### src/rtl/uart_pkg.sv
// Function
// RULE_01: async start-stop and sync transfer both supported
// RULE_02: sync mode shifts eight data bits only
// RULE_03: mode 0 async, 1 multiproc, 2 sync
// RULE_04: multiprocessor mode is master side only
// RULE_05: multiproc frame: eight data plus address flag
// RULE_06: seven-bit words only in async normal mode
// RULE_07: send one or two stops, check one
// RULE_08: framing, overrun, parity errors; no multiproc parity
// RULE_09: receive irq on frame/error, send irq on done
// RULE_10: both requests may start hardware transfer service
// RULE_11: bit rate up to 2 MHz at 16 MHz
// RULE_12: clock from generator, serial clock pin, timer
// RULE_13: eight baud settings across all sources
// RULE_14: NRZ, level held whole bit period
// RULE_15: one holding stage per direction, full duplex
// RULE_16: reload timer 0 output clocks the port
// RULE_17: start on falling edge, sample bit centres
// RULE_18: overrun when new frame meets unread word
`default_nettype none
package uart_pkg;
	typedef enum logic [1:0] {
		mode_async = 2'b00,
		mode_multi = 2'b01,
		mode_sync = 2'b10
	} op_mode_t;

	typedef enum logic [2:0] {
		clk_gen_div2 = 3'b000,
		clk_gen_div4 = 3'b001,
		clk_gen_div8 = 3'b010,
		clk_gen_div16 = 3'b011,
		clk_gen_div32 = 3'b100,
		clk_gen_div64 = 3'b101,
		clk_ext_pin = 3'b110,
		clk_timer0 = 3'b111
	} baud_sel_t;

	typedef struct packed {
		op_mode_t mode;
		logic seven_bit;
		logic parity_en;
		logic parity_odd;
		logic two_stop;
		baud_sel_t baud;
		logic rx_en;
		logic tx_en;
	} uart_cfg_t;

	typedef struct packed {
		logic framing;
		logic overrun;
		logic parity;
	} rx_err_t;

	// 16 oversampling ticks per bit in async modes
	localparam int unsigned oversample = 16;
	localparam logic [3:0] os_last = 4'hf;
	localparam logic [3:0] os_mid = 4'h7;
	localparam logic [5:0] gen_base_div = 6'h02;
	localparam logic [3:0] bits_eight = 4'h8;
	localparam logic [3:0] bits_seven = 4'h7;

	localparam real clk_mhz = 250.0;
	localparam real max_bit_mhz = 2.0;
	// fastest legal bit period in system clocks (rounded down)
	localparam int unsigned min_bit_cycles = int'($floor(clk_mhz / max_bit_mhz));
endpackage
`default_nettype wire

### src/rtl/uart_baud_tick.sv
`default_nettype none
module uart_baud_tick
	import uart_pkg::*;
(
	input wire logic clk,
	input wire logic sys_rst,
	input wire baud_sel_t baud,
	input wire logic ext_clk,
	input wire logic timer0_out,
	output logic tick
);
	// ----------------------------------------
	// baud tick source select
	// ----------------------------------------
	logic [11:0] div_cnt;
	logic ext_s1, ext_s2, ext_s3, tmr_s1, tmr_s2, tmr_s3;
	logic [11:0] div_end;

	// generator divides by 2^(n+1), so the slowest of six is /64 per tick
	always_comb begin
		div_end = 12'(({6'h00, gen_base_div} << baud[2:0]) - 12'h001);
	end

	always_ff @(posedge clk or posedge sys_rst) begin
		if (sys_rst) begin
			div_cnt <= 12'h000;
		end else if (div_cnt >= div_end) begin
			div_cnt <= 12'h000;
		end else begin
			div_cnt <= div_cnt + 12'h001;
		end
	end

	// pins come from outside, so two flops before the edge detector
	always_ff @(posedge clk or posedge sys_rst) begin
		if (sys_rst) begin
			ext_s1 <= 1'b0;
			ext_s2 <= 1'b0;
			ext_s3 <= 1'b0;
			tmr_s1 <= 1'b0;
			tmr_s2 <= 1'b0;
			tmr_s3 <= 1'b0;
		end else begin
			ext_s1 <= ext_clk;
			ext_s2 <= ext_s1;
			ext_s3 <= ext_s2;
			tmr_s1 <= timer0_out;
			tmr_s2 <= tmr_s1;
			tmr_s3 <= tmr_s2;
		end
	end

	always_comb begin
		case (baud)
			clk_ext_pin: tick = ext_s2 & ~ext_s3; // RULE_12
			clk_timer0: tick = tmr_s2 & ~tmr_s3; // RULE_16
			default: tick = (div_cnt >= div_end); // RULE_11 RULE_13
		endcase
	end

	gen_tick_a: assert property (@(posedge clk) disable iff (sys_rst) // RULE_13
		(baud == clk_gen_div2 && tick) ##1 (baud == clk_gen_div2)
		##1 (baud == clk_gen_div2) |-> tick)
		else $error("fastest generator setting did not tick every second cycle");
endmodule
`default_nettype wire

### src/rtl/uart_core.sv
`default_nettype none
module uart_core
	import uart_pkg::*;
(
	input wire logic clk,
	input wire logic sys_rst,
	input wire uart_cfg_t cfg,
	input wire logic ext_clk_in,
	input wire logic timer0_out,
	input wire logic rx_pin,
	output logic tx_pin,
	output logic serial_clock_pin_out,
	output logic serial_clock_pin_oe,
	input wire logic [8:0] tx_data,
	input wire logic tx_valid,
	output logic tx_ready,
	output logic [8:0] rx_data,
	output logic rx_valid,
	input wire logic rx_read,
	output rx_err_t rx_err,
	input wire logic err_clear,
	output logic tx_irq,
	output logic rx_irq,
	output logic tx_hw_transfer_service,
	output logic rx_hw_transfer_service,
	input wire logic hw_transfer_service_en
);
	typedef enum logic [1:0] {
		tx_idle = 2'b00,
		tx_start = 2'b01,
		tx_shift = 2'b10,
		tx_stop = 2'b11
	} tx_state_t;

	typedef enum logic [1:0] {
		rx_idle = 2'b00,
		rx_start = 2'b01,
		rx_shift = 2'b10,
		rx_stop = 2'b11
	} rx_state_t;

	// ----------------------------------------
	// helpers
	// ----------------------------------------
	function automatic logic [3:0] word_bits(input uart_cfg_t c);
		word_bits = (c.mode == mode_async && c.seven_bit) ? bits_seven : bits_eight; // RULE_06
	endfunction

	function automatic logic parity_on(input uart_cfg_t c);
		parity_on = (c.mode == mode_async) && c.parity_en; // RULE_02 RULE_05
	endfunction

	function automatic logic calc_par(input logic [7:0] d, input logic [3:0] n,
		input logic odd);
		logic p;
		p = odd;
		for (int i = 0; i < 8; i++) begin
			if (4'(i) < n) begin
				p = p ^ d[i];
			end
		end
		calc_par = p;
	endfunction

	// ----------------------------------------
	// clocking
	// ----------------------------------------
	logic tick;
	logic is_sync;
	logic rx_s1, rx_s2, rx_s3;

	assign is_sync = (cfg.mode == mode_sync); // RULE_01 RULE_03

	uart_baud_tick u_tick (
		.clk(clk),
		.sys_rst(sys_rst),
		.baud(cfg.baud),
		.ext_clk(ext_clk_in),
		.timer0_out(timer0_out),
		.tick(tick)
	);

	always_ff @(posedge clk or posedge sys_rst) begin
		if (sys_rst) begin
			rx_s1 <= 1'b1;
			rx_s2 <= 1'b1;
			rx_s3 <= 1'b1;
		end else begin
			rx_s1 <= rx_pin;
			rx_s2 <= rx_s1;
			rx_s3 <= rx_s2;
		end
	end

	// ----------------------------------------
	// transmitter
	// ----------------------------------------
	tx_state_t tx_st;
	logic [8:0] tx_hold;
	logic tx_hold_full;
	logic [8:0] tx_sh;
	logic [3:0] tx_os, tx_cnt;
	logic tx_stop2;
	logic tx_done;
	logic tx_bit_end;
	logic [3:0] tx_total;
	logic tx_load;
	logic sclk_fall;

	// sync words start on a tick so the first bit lasts a whole bit period
	assign tx_load = (tx_st == tx_idle) && tx_hold_full && cfg.tx_en && (!is_sync || tick);
	// sync mode: one tick per bit; async: sixteen
	assign tx_bit_end = tick && (is_sync || tx_os == os_last);
	assign tx_ready = ~tx_hold_full; // RULE_15
	assign tx_total = word_bits(cfg) + {3'b000, parity_on(cfg) || cfg.mode == mode_multi};

	always_ff @(posedge clk or posedge sys_rst) begin
		if (sys_rst) begin
			tx_hold <= 9'h000;
			tx_hold_full <= 1'b0;
		end else if (tx_valid && !tx_hold_full) begin
			tx_hold <= tx_data;
			tx_hold_full <= 1'b1; // RULE_15
		end else if (tx_load) begin
			tx_hold_full <= 1'b0;
		end
	end

	always_ff @(posedge clk or posedge sys_rst) begin
		if (sys_rst) begin
			tx_st <= tx_idle;
			tx_sh <= 9'h000;
			tx_os <= 4'h0;
			tx_cnt <= 4'h0;
			tx_stop2 <= 1'b0;
			tx_pin <= 1'b1;
			tx_done <= 1'b0;
		end else begin
			tx_done <= 1'b0;
			if (tick && !is_sync) begin
				tx_os <= tx_os + 4'h1;
			end
			case (tx_st)
				tx_idle: begin
					tx_pin <= 1'b1;
					tx_os <= 4'h0;
					if (tx_load) begin
						tx_sh <= tx_hold;
						// parity follows the last data bit; mode 1 keeps bit 8 as the flag
						if (parity_on(cfg)) begin
							tx_sh[word_bits(cfg)] <= calc_par(tx_hold[7:0], word_bits(cfg),
								cfg.parity_odd);
						end
						tx_cnt <= 4'h0;
						tx_st <= is_sync ? tx_shift : tx_start; // RULE_02
						tx_pin <= is_sync ? tx_hold[0] : 1'b0;
					end
				end
				tx_start: if (tx_bit_end) begin
					tx_st <= tx_shift;
					tx_pin <= tx_sh[0]; // RULE_14
				end
				tx_shift: if (tx_bit_end) begin
					if (tx_cnt == (is_sync ? bits_eight : tx_total) - 4'h1) begin
						tx_done <= is_sync;
						tx_st <= is_sync ? tx_idle : tx_stop;
						tx_stop2 <= cfg.two_stop; // RULE_07
						tx_pin <= 1'b1;
					end else begin
						tx_cnt <= tx_cnt + 4'h1;
						tx_sh <= {1'b0, tx_sh[8:1]};
						tx_pin <= tx_sh[1];
					end
				end
				tx_stop: if (tx_bit_end) begin
					if (tx_stop2) begin
						tx_stop2 <= 1'b0;
					end else begin
						tx_done <= 1'b1;
						tx_st <= tx_idle;
					end
				end
				default: tx_st <= tx_idle;
			endcase
		end
	end

	// sync shift clock falls with each new data bit and rises one clock later,
	// so the far side samples a settled line on the rising edge
	assign sclk_fall = is_sync && (tx_load || (tx_st == tx_shift && tx_bit_end
		&& tx_cnt != bits_eight - 4'h1));
	always_ff @(posedge clk or posedge sys_rst) begin
		if (sys_rst) begin
			serial_clock_pin_out <= 1'b1;
		end else begin
			serial_clock_pin_out <= ~sclk_fall; // RULE_02
		end
	end
	assign serial_clock_pin_oe = is_sync && cfg.baud != clk_ext_pin;

	// ----------------------------------------
	// receiver
	// ----------------------------------------
	rx_state_t rx_st;
	logic [3:0] rx_os, rx_cnt;
	logic [8:0] rx_sh;
	logic [8:0] rx_align;
	logic rx_done;
	logic rx_sample;
	logic rx_fe_now, rx_pe_now;

	assign rx_sample = tick && (is_sync || rx_os == os_mid); // RULE_17

	always_ff @(posedge clk or posedge sys_rst) begin
		if (sys_rst) begin
			rx_st <= rx_idle;
			rx_os <= 4'h0;
			rx_cnt <= 4'h0;
			rx_sh <= 9'h000;
			rx_done <= 1'b0;
			rx_fe_now <= 1'b0;
			rx_pe_now <= 1'b0;
		end else begin
			rx_done <= 1'b0;
			if (tick && !is_sync) begin
				rx_os <= rx_os + 4'h1;
			end
			case (rx_st)
				rx_idle: begin
					rx_os <= 4'h0;
					rx_cnt <= 4'h0;
					if (cfg.rx_en && !is_sync && rx_s3 && !rx_s2) begin
						rx_st <= rx_start; // RULE_17
					end else if (cfg.rx_en && is_sync && tx_load) begin
						rx_st <= rx_shift;
					end
				end
				rx_start: if (rx_sample) begin
					rx_st <= rx_s2 ? rx_idle : rx_shift;
				end
				rx_shift: if (rx_sample) begin
					rx_sh <= {rx_s2, rx_sh[8:1]};
					if (rx_cnt == (is_sync ? bits_eight : tx_total) - 4'h1) begin
						rx_st <= is_sync ? rx_idle : rx_stop;
						rx_done <= is_sync;
						rx_fe_now <= 1'b0;
						rx_pe_now <= 1'b0;
					end else begin
						rx_cnt <= rx_cnt + 4'h1;
					end
				end
				rx_stop: if (rx_sample) begin
					rx_fe_now <= ~rx_s2; // RULE_07
					rx_pe_now <= parity_on(cfg) && (calc_par(rx_align[7:0], word_bits(cfg),
						cfg.parity_odd) != rx_align[word_bits(cfg)]); // RULE_08
					rx_done <= 1'b1;
					rx_st <= rx_idle;
				end
				default: rx_st <= rx_idle;
			endcase
		end
	end

	logic [8:0] rx_word;
	always_comb begin
		rx_align = rx_sh >> (4'h9 - (is_sync ? bits_eight : tx_total));
		rx_word = rx_align;
		if (parity_on(cfg)) begin
			rx_word[word_bits(cfg)] = 1'b0;
		end
	end

	always_ff @(posedge clk or posedge sys_rst) begin
		if (sys_rst) begin
			rx_data <= 9'h000;
			rx_valid <= 1'b0;
		end else if (rx_done) begin
			if (!rx_valid || rx_read) begin
				rx_data <= rx_word; // RULE_04 RULE_15
			end
			rx_valid <= 1'b1;
		end else if (rx_read) begin
			rx_valid <= 1'b0;
		end
	end

	// set wins over clear
	always_ff @(posedge clk or posedge sys_rst) begin
		if (sys_rst) begin
			rx_err <= '0;
		end else begin
			rx_err.overrun <= (rx_done && rx_valid && !rx_read) || (rx_err.overrun && !err_clear); // RULE_18
			rx_err.framing <= (rx_done && rx_fe_now) || (rx_err.framing && !err_clear); // RULE_08
			rx_err.parity <= (rx_done && rx_pe_now) || (rx_err.parity && !err_clear); // RULE_08
		end
	end

	// ----------------------------------------
	// requests
	// ----------------------------------------
	assign rx_irq = rx_valid || (|rx_err); // RULE_09
	assign rx_hw_transfer_service = rx_valid && hw_transfer_service_en; // RULE_10
	always_ff @(posedge clk or posedge sys_rst) begin
		if (sys_rst) begin
			tx_irq <= 1'b0;
		end else begin
			tx_irq <= tx_done || (tx_irq && !tx_valid); // RULE_09
		end
	end
	assign tx_hw_transfer_service = tx_irq && hw_transfer_service_en; // RULE_10

	// ----------------------------------------
	// checks
	// ----------------------------------------
	sync_no_start_a: assert property (@(posedge clk) disable iff (sys_rst) // RULE_02
		(is_sync && tx_load) |=> tx_st == tx_shift)
		else $error("sync transfer inserted a start bit");
	start_low_a: assert property (@(posedge clk) disable iff (sys_rst) // RULE_01
		(tx_st == tx_start) |-> !tx_pin)
		else $error("start bit not low");
	stop_high_a: assert property (@(posedge clk) disable iff (sys_rst) // RULE_07
		(tx_st == tx_stop) |-> tx_pin)
		else $error("stop bit not high");
	overrun_set_a: assert property (@(posedge clk) disable iff (sys_rst) // RULE_18
		(rx_done && rx_valid && !rx_read) |=> rx_err.overrun)
		else $error("overrun not flagged");
	multi_no_par_a: assert property (@(posedge clk) disable iff (sys_rst) // RULE_08
		(cfg.mode == mode_multi && $stable(cfg.mode) && rx_done) |=> !$rose(rx_err.parity))
		else $error("parity error in multiprocessor mode");
	rx_irq_set_a: assert property (@(posedge clk) disable iff (sys_rst) // RULE_09
		rx_done |=> rx_irq)
		else $error("receive request missing");
	tx_irq_set_a: assert property (@(posedge clk) disable iff (sys_rst) // RULE_09
		tx_done |=> tx_irq)
		else $error("send request missing");
	hold_stall_a: assert property (@(posedge clk) disable iff (sys_rst) // RULE_15
		(tx_hold_full && tx_st != tx_idle) |=> !tx_ready)
		else $error("holding stage accepted while busy");
	svc_a: assert property (@(posedge clk) disable iff (sys_rst) // RULE_10
		(tx_done && hw_transfer_service_en) |=> tx_hw_transfer_service)
		else $error("transfer service request missing");
	bit_hold_a: assert property (@(posedge clk) disable iff (sys_rst) // RULE_14
		(tx_st == tx_shift && !tx_bit_end && !$rose(tx_st == tx_shift)) |=> $stable(tx_pin))
		else $error("line changed inside a bit");
	async_frame_c: cover property (@(posedge clk) disable iff (sys_rst)
		rx_done && cfg.mode == mode_async);
	multi_frame_c: cover property (@(posedge clk) disable iff (sys_rst)
		tx_done && cfg.mode == mode_multi);
	sync_frame_c: cover property (@(posedge clk) disable iff (sys_rst) tx_done && is_sync);
	overrun_c: cover property (@(posedge clk) disable iff (sys_rst) $rose(rx_err.overrun));
endmodule
`default_nettype wire

### config.mk
export PLATFORM = sky130hd
export DESIGN_NAME = uart_core
export DESIGN_NICKNAME = d
export VERILOG_FILES = /design/src/rtl/uart_pkg.sv /design/src/rtl/uart_baud_tick.sv /design/src/rtl/uart_core.sv
export SDC_FILE = /design/constraint.sdc
export NUM_CORES = 1
export LEC_CHECK = 0
export ABC_AREA = 1
export ABC_CLOCK_PERIOD_IN_PS = 3300
export BUFFER_PORTS_ARGS = -buffer_cell sky130_fd_sc_hd__buf_4
export CORE_MARGIN = 2
export CORE_UTILIZATION = 60
export DETAILED_ROUTE_END_ITERATION = 10
export GPL_TIMING_DRIVEN = 0
export HOLD_SLACK_MARGIN = 0.08
export MAX_ROUTING_LAYER = met4
export PLACE_DENSITY = 0.81
export SKIP_LAST_GASP = 1
export SLEW_MARGIN = 10
export SYNTH_ARGS = -nofsm -noshare
export SYNTH_HDL_FRONTEND = slang
export SYNTH_SLANG_ARGS = --single-unit
### constraint.sdc
create_clock -name clk -period 3.3 [get_ports clk]
set_input_delay 0.33 -clock clk [delete_from_list [all_inputs] [get_ports clk]]
set_output_delay 0.33 -clock clk [all_outputs]
set_load 0.02 [all_outputs]
---- Yosys cells after proc, flatten, opt, wreduce, memory -nomap -nowiden ----
Index checks and enable logic that the tools add are counted.
operators by class
  order comparisons ....................... 11
  equal/unequal tests ..................... 30
  multiplexer cells ....................... 128
  reduce and logical (&&, ||, !) cells .... 70
  add/subtract/negate cells ............... 9
  shift operators ......................... 2
  bitwise logic cells ..................... 25
operator list
  kind                     count
  $mux W1                  81
  $mux W9                  5
  $mux W4                  11
  $logic_and A1 B1 Y1      30
  $mux W2                  15
  $ne A2 B2 Y1 const B     12
  $pmux W9 S2              1
  $add A4 B1 Y4 const B    4
  $lt A3 B4 Y1 const A     4
  $pmux W2 S4              2
  $pmux W4 S2              2
  $reduce_bool A2 Y1       8
  $xor A1 B1 Y1            16
  $add A12 B1 Y12 const B  1
  $ge A12 B12 Y1           1
  $mux W12                 1
  $pmux W1 S2              6
  $reduce_and A4 Y1        3
  $shl A2 B3 Y12 const A   1
  $sub A12 B1 Y12 const B  1
  $logic_or A1 B1 Y1       11
  $eq A2 B2 Y1 const B     5
  $and A9 B9 Y9            1
  $bwmux W9                1
  30 further kinds         52
storage, ports and cells
  word-level logic and storage cells ...... 308
  flip-flop bits (word level) ............. 90
  output and inout port bits .............. 21

---- Logic depth before layout (Yosys ltp) ----
  depth in word-level cells ............... 47
  gate-level depth with buffers ........... 20
  mapped depth without buffers ............ 20

---- Hierarchy ----
Synthesis repeated with hierarchy kept, for this count alone.
unflattened totals
  cells, all modules ...................... 675
  area total of the unflattened synthesis .. 5173.7 µm²
by module, submodules not included
  module          area an instance (µm²)  instances  cells an instance
  uart_core       4190.3                  1          563
  uart_baud_tick  983.4                   1          112

---- Worst setup path after synthesis ----
Ideal clock, no wire load.
  kind .................................... input to register
  from .................................... in cfg[4] in the netlist's numbering
  to ...................................... reg tx_sh[0]
  library setup time ...................... 0.124 ns
  arrival ................................. 2.515 ns
  required time ........................... 3.176 ns
  path buffers ............................ 2
  slack ................................... 0.661 ns
  stages .................................. 20
  cell sequence ........................... buf_6 > inv_1 > nand2_1 > ha_1 > o21ai_0 > a211oi_1 > a21oi_1 > ha_1 > nand2_1 > nor3_1 > nand2_1 > nand4_1 > nand2_4 > nor2_4 > nand3_2 > o21ai_2 > nand2_4 > buf_6 > nand2_2 > o21ai_2
between the ends
  cells in the longest elaborated chain, start to end .. 8
ends and longest elaborated chain
  item                                  RTL line              text
  from (decl)                           uart_core.sv:7        input wire uart_cfg_t cfg,
  $shl A2 B3 Y12                        uart_baud_tick.sv:21  div_end = 12'(({6'h00, gen_base_div} << baud[2:0]) - 12'h001);
  $sub A12 B1 Y12                       uart_baud_tick.sv:21
  $ge A12 B12 Y1                        uart_baud_tick.sv:57  default: tick = (div_cnt >= div_end);
  $pmux W1 S2 *                         uart_baud_tick.sv:54  case (baud)
  $logic_or A1 B1 Y1                    uart_core.sv:111      assign tx_load = (tx_st == tx_idle) && tx_hold_full && cfg.tx_en && (!is_sync || tick);
  $logic_and A1 B1 Y1                   uart_core.sv:111
  $ne A2 B2 Y1 (no source line)         --
  $reduce_and A4 Y1 (no source line) *  --
  to (signal assigned)                  uart_core.sv:148      tx_sh <= tx_hold;
  to (signal, indexed assignment)       uart_core.sv:151      tx_sh[word_bits(cfg)] <= calc_par(tx_hold[7:0], word_bits(cfg),
  to (signal assigned)                  uart_core.sv:171      tx_sh <= {1'b0, tx_sh[8:1]};
  to (decl)                             uart_core.sv:101      logic [8:0] tx_sh;
Every way passes the cells marked *; elsewhere a longest branch is shown, timed or not.
A chain may end at the register's enable or synchronous reset.

---- Worst setup path after layout ----
  from .................................... in cfg[2] in the netlist's numbering
  to ...................................... reg tx_cnt[1]
between the ends
  cells in the longest elaborated chain, start to end .. 8
ends and longest elaborated chain
  item                                  RTL line              text
  $shl A2 B3 Y12                        uart_baud_tick.sv:21
  $sub A12 B1 Y12                       uart_baud_tick.sv:21
  $ge A12 B12 Y1                        uart_baud_tick.sv:57
  $pmux W1 S2 *                         uart_baud_tick.sv:54
  $logic_or A1 B1 Y1                    uart_core.sv:111
  $logic_and A1 B1 Y1                   uart_core.sv:111
  $ne A2 B2 Y1 (no source line)         --
  $reduce_and A4 Y1 (no source line) *  --
  to (signal assigned)                  uart_core.sv:170      tx_cnt <= tx_cnt + 4'h1;
  to (decl)                             uart_core.sv:102      logic [3:0] tx_os, tx_cnt;
Marks and branches as above.

==> qor.yml <==
grt_max_degree: 52
start_util_pct: 61.08
crit_arrival_ps: 3070
clockBufferDepth: 2
crit_fanout: 10
combPwrFrac_pct: 46.3
grt-ovfl-total: 0
fillCellCount: 694
antenna_left: 0
drive_above_1_share_pct: 19.37
wl_microns: 11190
coreArea_sq_um: 8593
antenna_found_initial: 0
setup_viol: 0
htreeDepth: 3
synthXorXnorAreaFrac_pct: 3.838
n_antenna_cell: 0
syn_inst: 632
yosysSeqAreaShare_pct: 43.03
status: "complete, no violations"
relSlewSlack_pct: 53.61
globalplace.congestion: 0.9124
cts_tree: "built"
area_delta_synth_final_pct: 14.52
period_share_pct: 84.31
synthMuxAreaShare_pct: 2.861
start_kind: "input port"
ys_types: 44
numCtsBuffers: 9
drv_cap: 0
grt_pass1_vias: 4491
die_height_microns: 97.53
synth_top_area_share_pct: 40.52
ir_drop_mv: 0.5016
rsz0062_at_grt: "false"
synth_compound_area_share_pct: 11.23
power_leakage_nw: 3.031
r2r_slack_ps: 1060
avgSynthCellArea_sq_um: 8.305
dpl.hpwl_microns: 8481
yosysTopAreaCell: "dfrtp_1"
clk_pin_slew_ps: 100
synth_top_family_by_area: "simple AND/OR/NAND/NOR gates"
dieWidth_microns: 97.53
wl_per_cell_microns: 13.82
grt_pass1_wl_microns: 19640
clock_sinks: 90
port_buffers: 48
synthSimpleGateAreaFrac_pct: 26.15
tns_ps: 0
clk-insertion-delay-late_ps: 360
floorplan.rows: 34
worstSetupPathType: "input port to flop"
hp-class: "input port to flop"
p_per_area_nw_per_um2: 768.1
synthAdderAreaFrac_pct: 5.721
p_seq_share_pct: 37.9
yosysWarningCount: 0
syn_area_sq_um: 5249
first_pass_iters: 5
cts_root_buf: "clkbuf_8"
endpoint_kind: "flop"
hold_violations: 0
viasPerCell: 5.564
fmax_mhz: 359.4
intPower_mw: 2.611
dr_total_vias: 4507
synthTopCellsByArea: "dfrtp_1, nand2_1, ha_1, nand3_1, inv_1"
drv_slew: 0
ys_ff_latch: 90
switching_power_mw: 2.006
nets: 750
ios: 50
drt-initial-drc-count: 250
cts.repair.resized: 0
placed_cell_area_sq_um: 5778
drc: 0
final_cell_area_sq_um: 6011
clkPwrFrac_pct: 15.8
switching_share_pct: 43.44
skew_ps: 11.21
post-route-min-period_ps: 2782
track_usage_pct: 25.66
tightest_slew_ps: 693.2
crit_required_ps: 3580
dieArea_sq_um: 9512
## metrics by stage
stage | hold slack (ps) | util (%) | setup WS, ps | std cells | total power [mW]
floorplan | 331.2 | - | 643.0 | 633 | 3.326
global placement | 333.6 | 66.89 | -341.3 | 789 | 3.736
detailed placement | 339.3 | 67.24 | 190.0 | 790 | 3.882
CTS | 141.7 | 69.95 | 572.1 | 810 | 4.636
global route | 137.5 | 69.95 | 214.3 | 810 | 5.004
finish | 157.7 | 69.95 | 517.7 | 810 | 4.617
## registers in the layout, summed over array words and instances, names as in the netlist, 2 cells and up
register,count
tx_sh,9
u_tick.div_cnt,12
tx_cnt,4
rx_err,3
rx_st,2
rx_data,9
tx_st,2
rx_os,4
tx_hold,9
rx_cnt,4
tx_os,4
rx_sh,9
## power by group through the flow
stage               sequential, mW  clock [mW]  combinational, mW
floorplan                     1.75           0               1.57
global placement              1.75           0               1.99
detailed placement            1.76           0               2.12
CTS                           1.75       0.747               2.14
global route                  1.80       0.793               2.41
finish                        1.75       0.728               2.14
## path summary, 6_finish.rpt
path                            cells past startpoint                end         startpoint
min in group asynchronous                           3  u_tick.div_cnt[9]            sys_rst
worst max-delay path                               20          tx_cnt[1]             cfg[2]
worst max register to register                     13          tx_cnt[1]  u_tick.div_cnt[5]
worst min-delay path                                2             tx_irq           tx_valid
max in group asynchronous                           4           tx_sh[0]            sys_rst
worst min register to register                      0      u_tick.ext_s2      u_tick.ext_s1
## cell usage after synthesis (all sizes together)
master,n
o21ai,64
o31ai,3
inv,71
o22ai,1
o21a,1
nand3,57
nor3b,3
xnor2,9
dfstp,5
nor2,49
o2111ai,1
a21boi,1
a211oi,3
a22oi,1
nor3,8
xor2,14
conb,1
o21bai,1
nand3b,2
and3,1
or2,3
nand4,11
mux2i,6
buf,10
a21oi,21
a31oi,3
ha,24
dfrtp,85
nand2,161
mux2,8
clkbuf,4
## worst max-delay path, stage by stage
cell     delay [ps]
buf_4           130
nor2_1          190
nand2_1         110
ha_1            230
o21ai_0         120
a21oi_1          70
a31oi_1         190
ha_1            280
a21oi_1         130
o21ai_0          80
nand2_1          90
nand4_1         160
nand2_4         160
nand2_1          80
nand2_2         160
nand2_2         110
nand2_4         130
buf_6           180
nand2_2          60
o21ai_2          50
## logic make-up after synthesis
family,after synthesis
DFF,90
adders and majority gates,24
and+or+nand+nor,295
other,1
buffers and inverters,85
muxes,14
xor gates and xnor gates,23
AOI/OAI and AO/OA,100
## metal layers
metal	track usage [%]	vias up	wire, microns
met5	-	-	0
met1	31.39	2162	4719
met4	8.654	0	169
li1	-	2205	-
met3	3.813	17	507
met2	43.82	123	5795
## area by class of cell
| class | count | area [sq um] | share of cell area (%) |
|---|---|---|---|
| Clock inverter | 6 | 55.05 | 0.9159 |
| Clock buffer | 10 | 137.6 | 2.290 |
| Tap cell | 108 | 135.1 | 2.248 |
| Timing Repair Buffer | 53 | 427.9 | 7.119 |
| Buffer | 14 | 106.4 | 1.769 |
| Sequential cell | 90 | 2258 | 37.57 |
| Inverter | 71 | 269.0 | 4.475 |
| Multi-Input combinational cell | 458 | 2621 | 43.61 |
## placed cells by master, fill, tap and decap left out, types with 4 or more instances in the layout
cell             n
nand2_1        145
nor2_4           4
dlygate4sd3_1    4
a21oi_1         21
mux2i_1          6
nand4_1         11
o21ai_2         13
clkbuf_8        10
clkbuf_1         4
nand3_1         54
mux2_2           8
nand2_4          4
nand2_2         12
dfrtp_1         85
o21ai_0         45
o21ai_1          6
inv_1           65
buf_4           50
inv_2            5
nor3_1           8
buf_6            6
inv_6            4
nor2_1          43
xnor2_1          9
dfstp_2          5
ha_1            24
xor2_1          14
## repair_timing
| action | in CTS | in global routing |
|---|---|---|
| buffers inserted | 0 | 0 |
| endpoints found under the hold margin | 37 | 0 |
| hold buffers | 4 | 0 |
No activity file was read; power rests on OpenSTA's default activity.
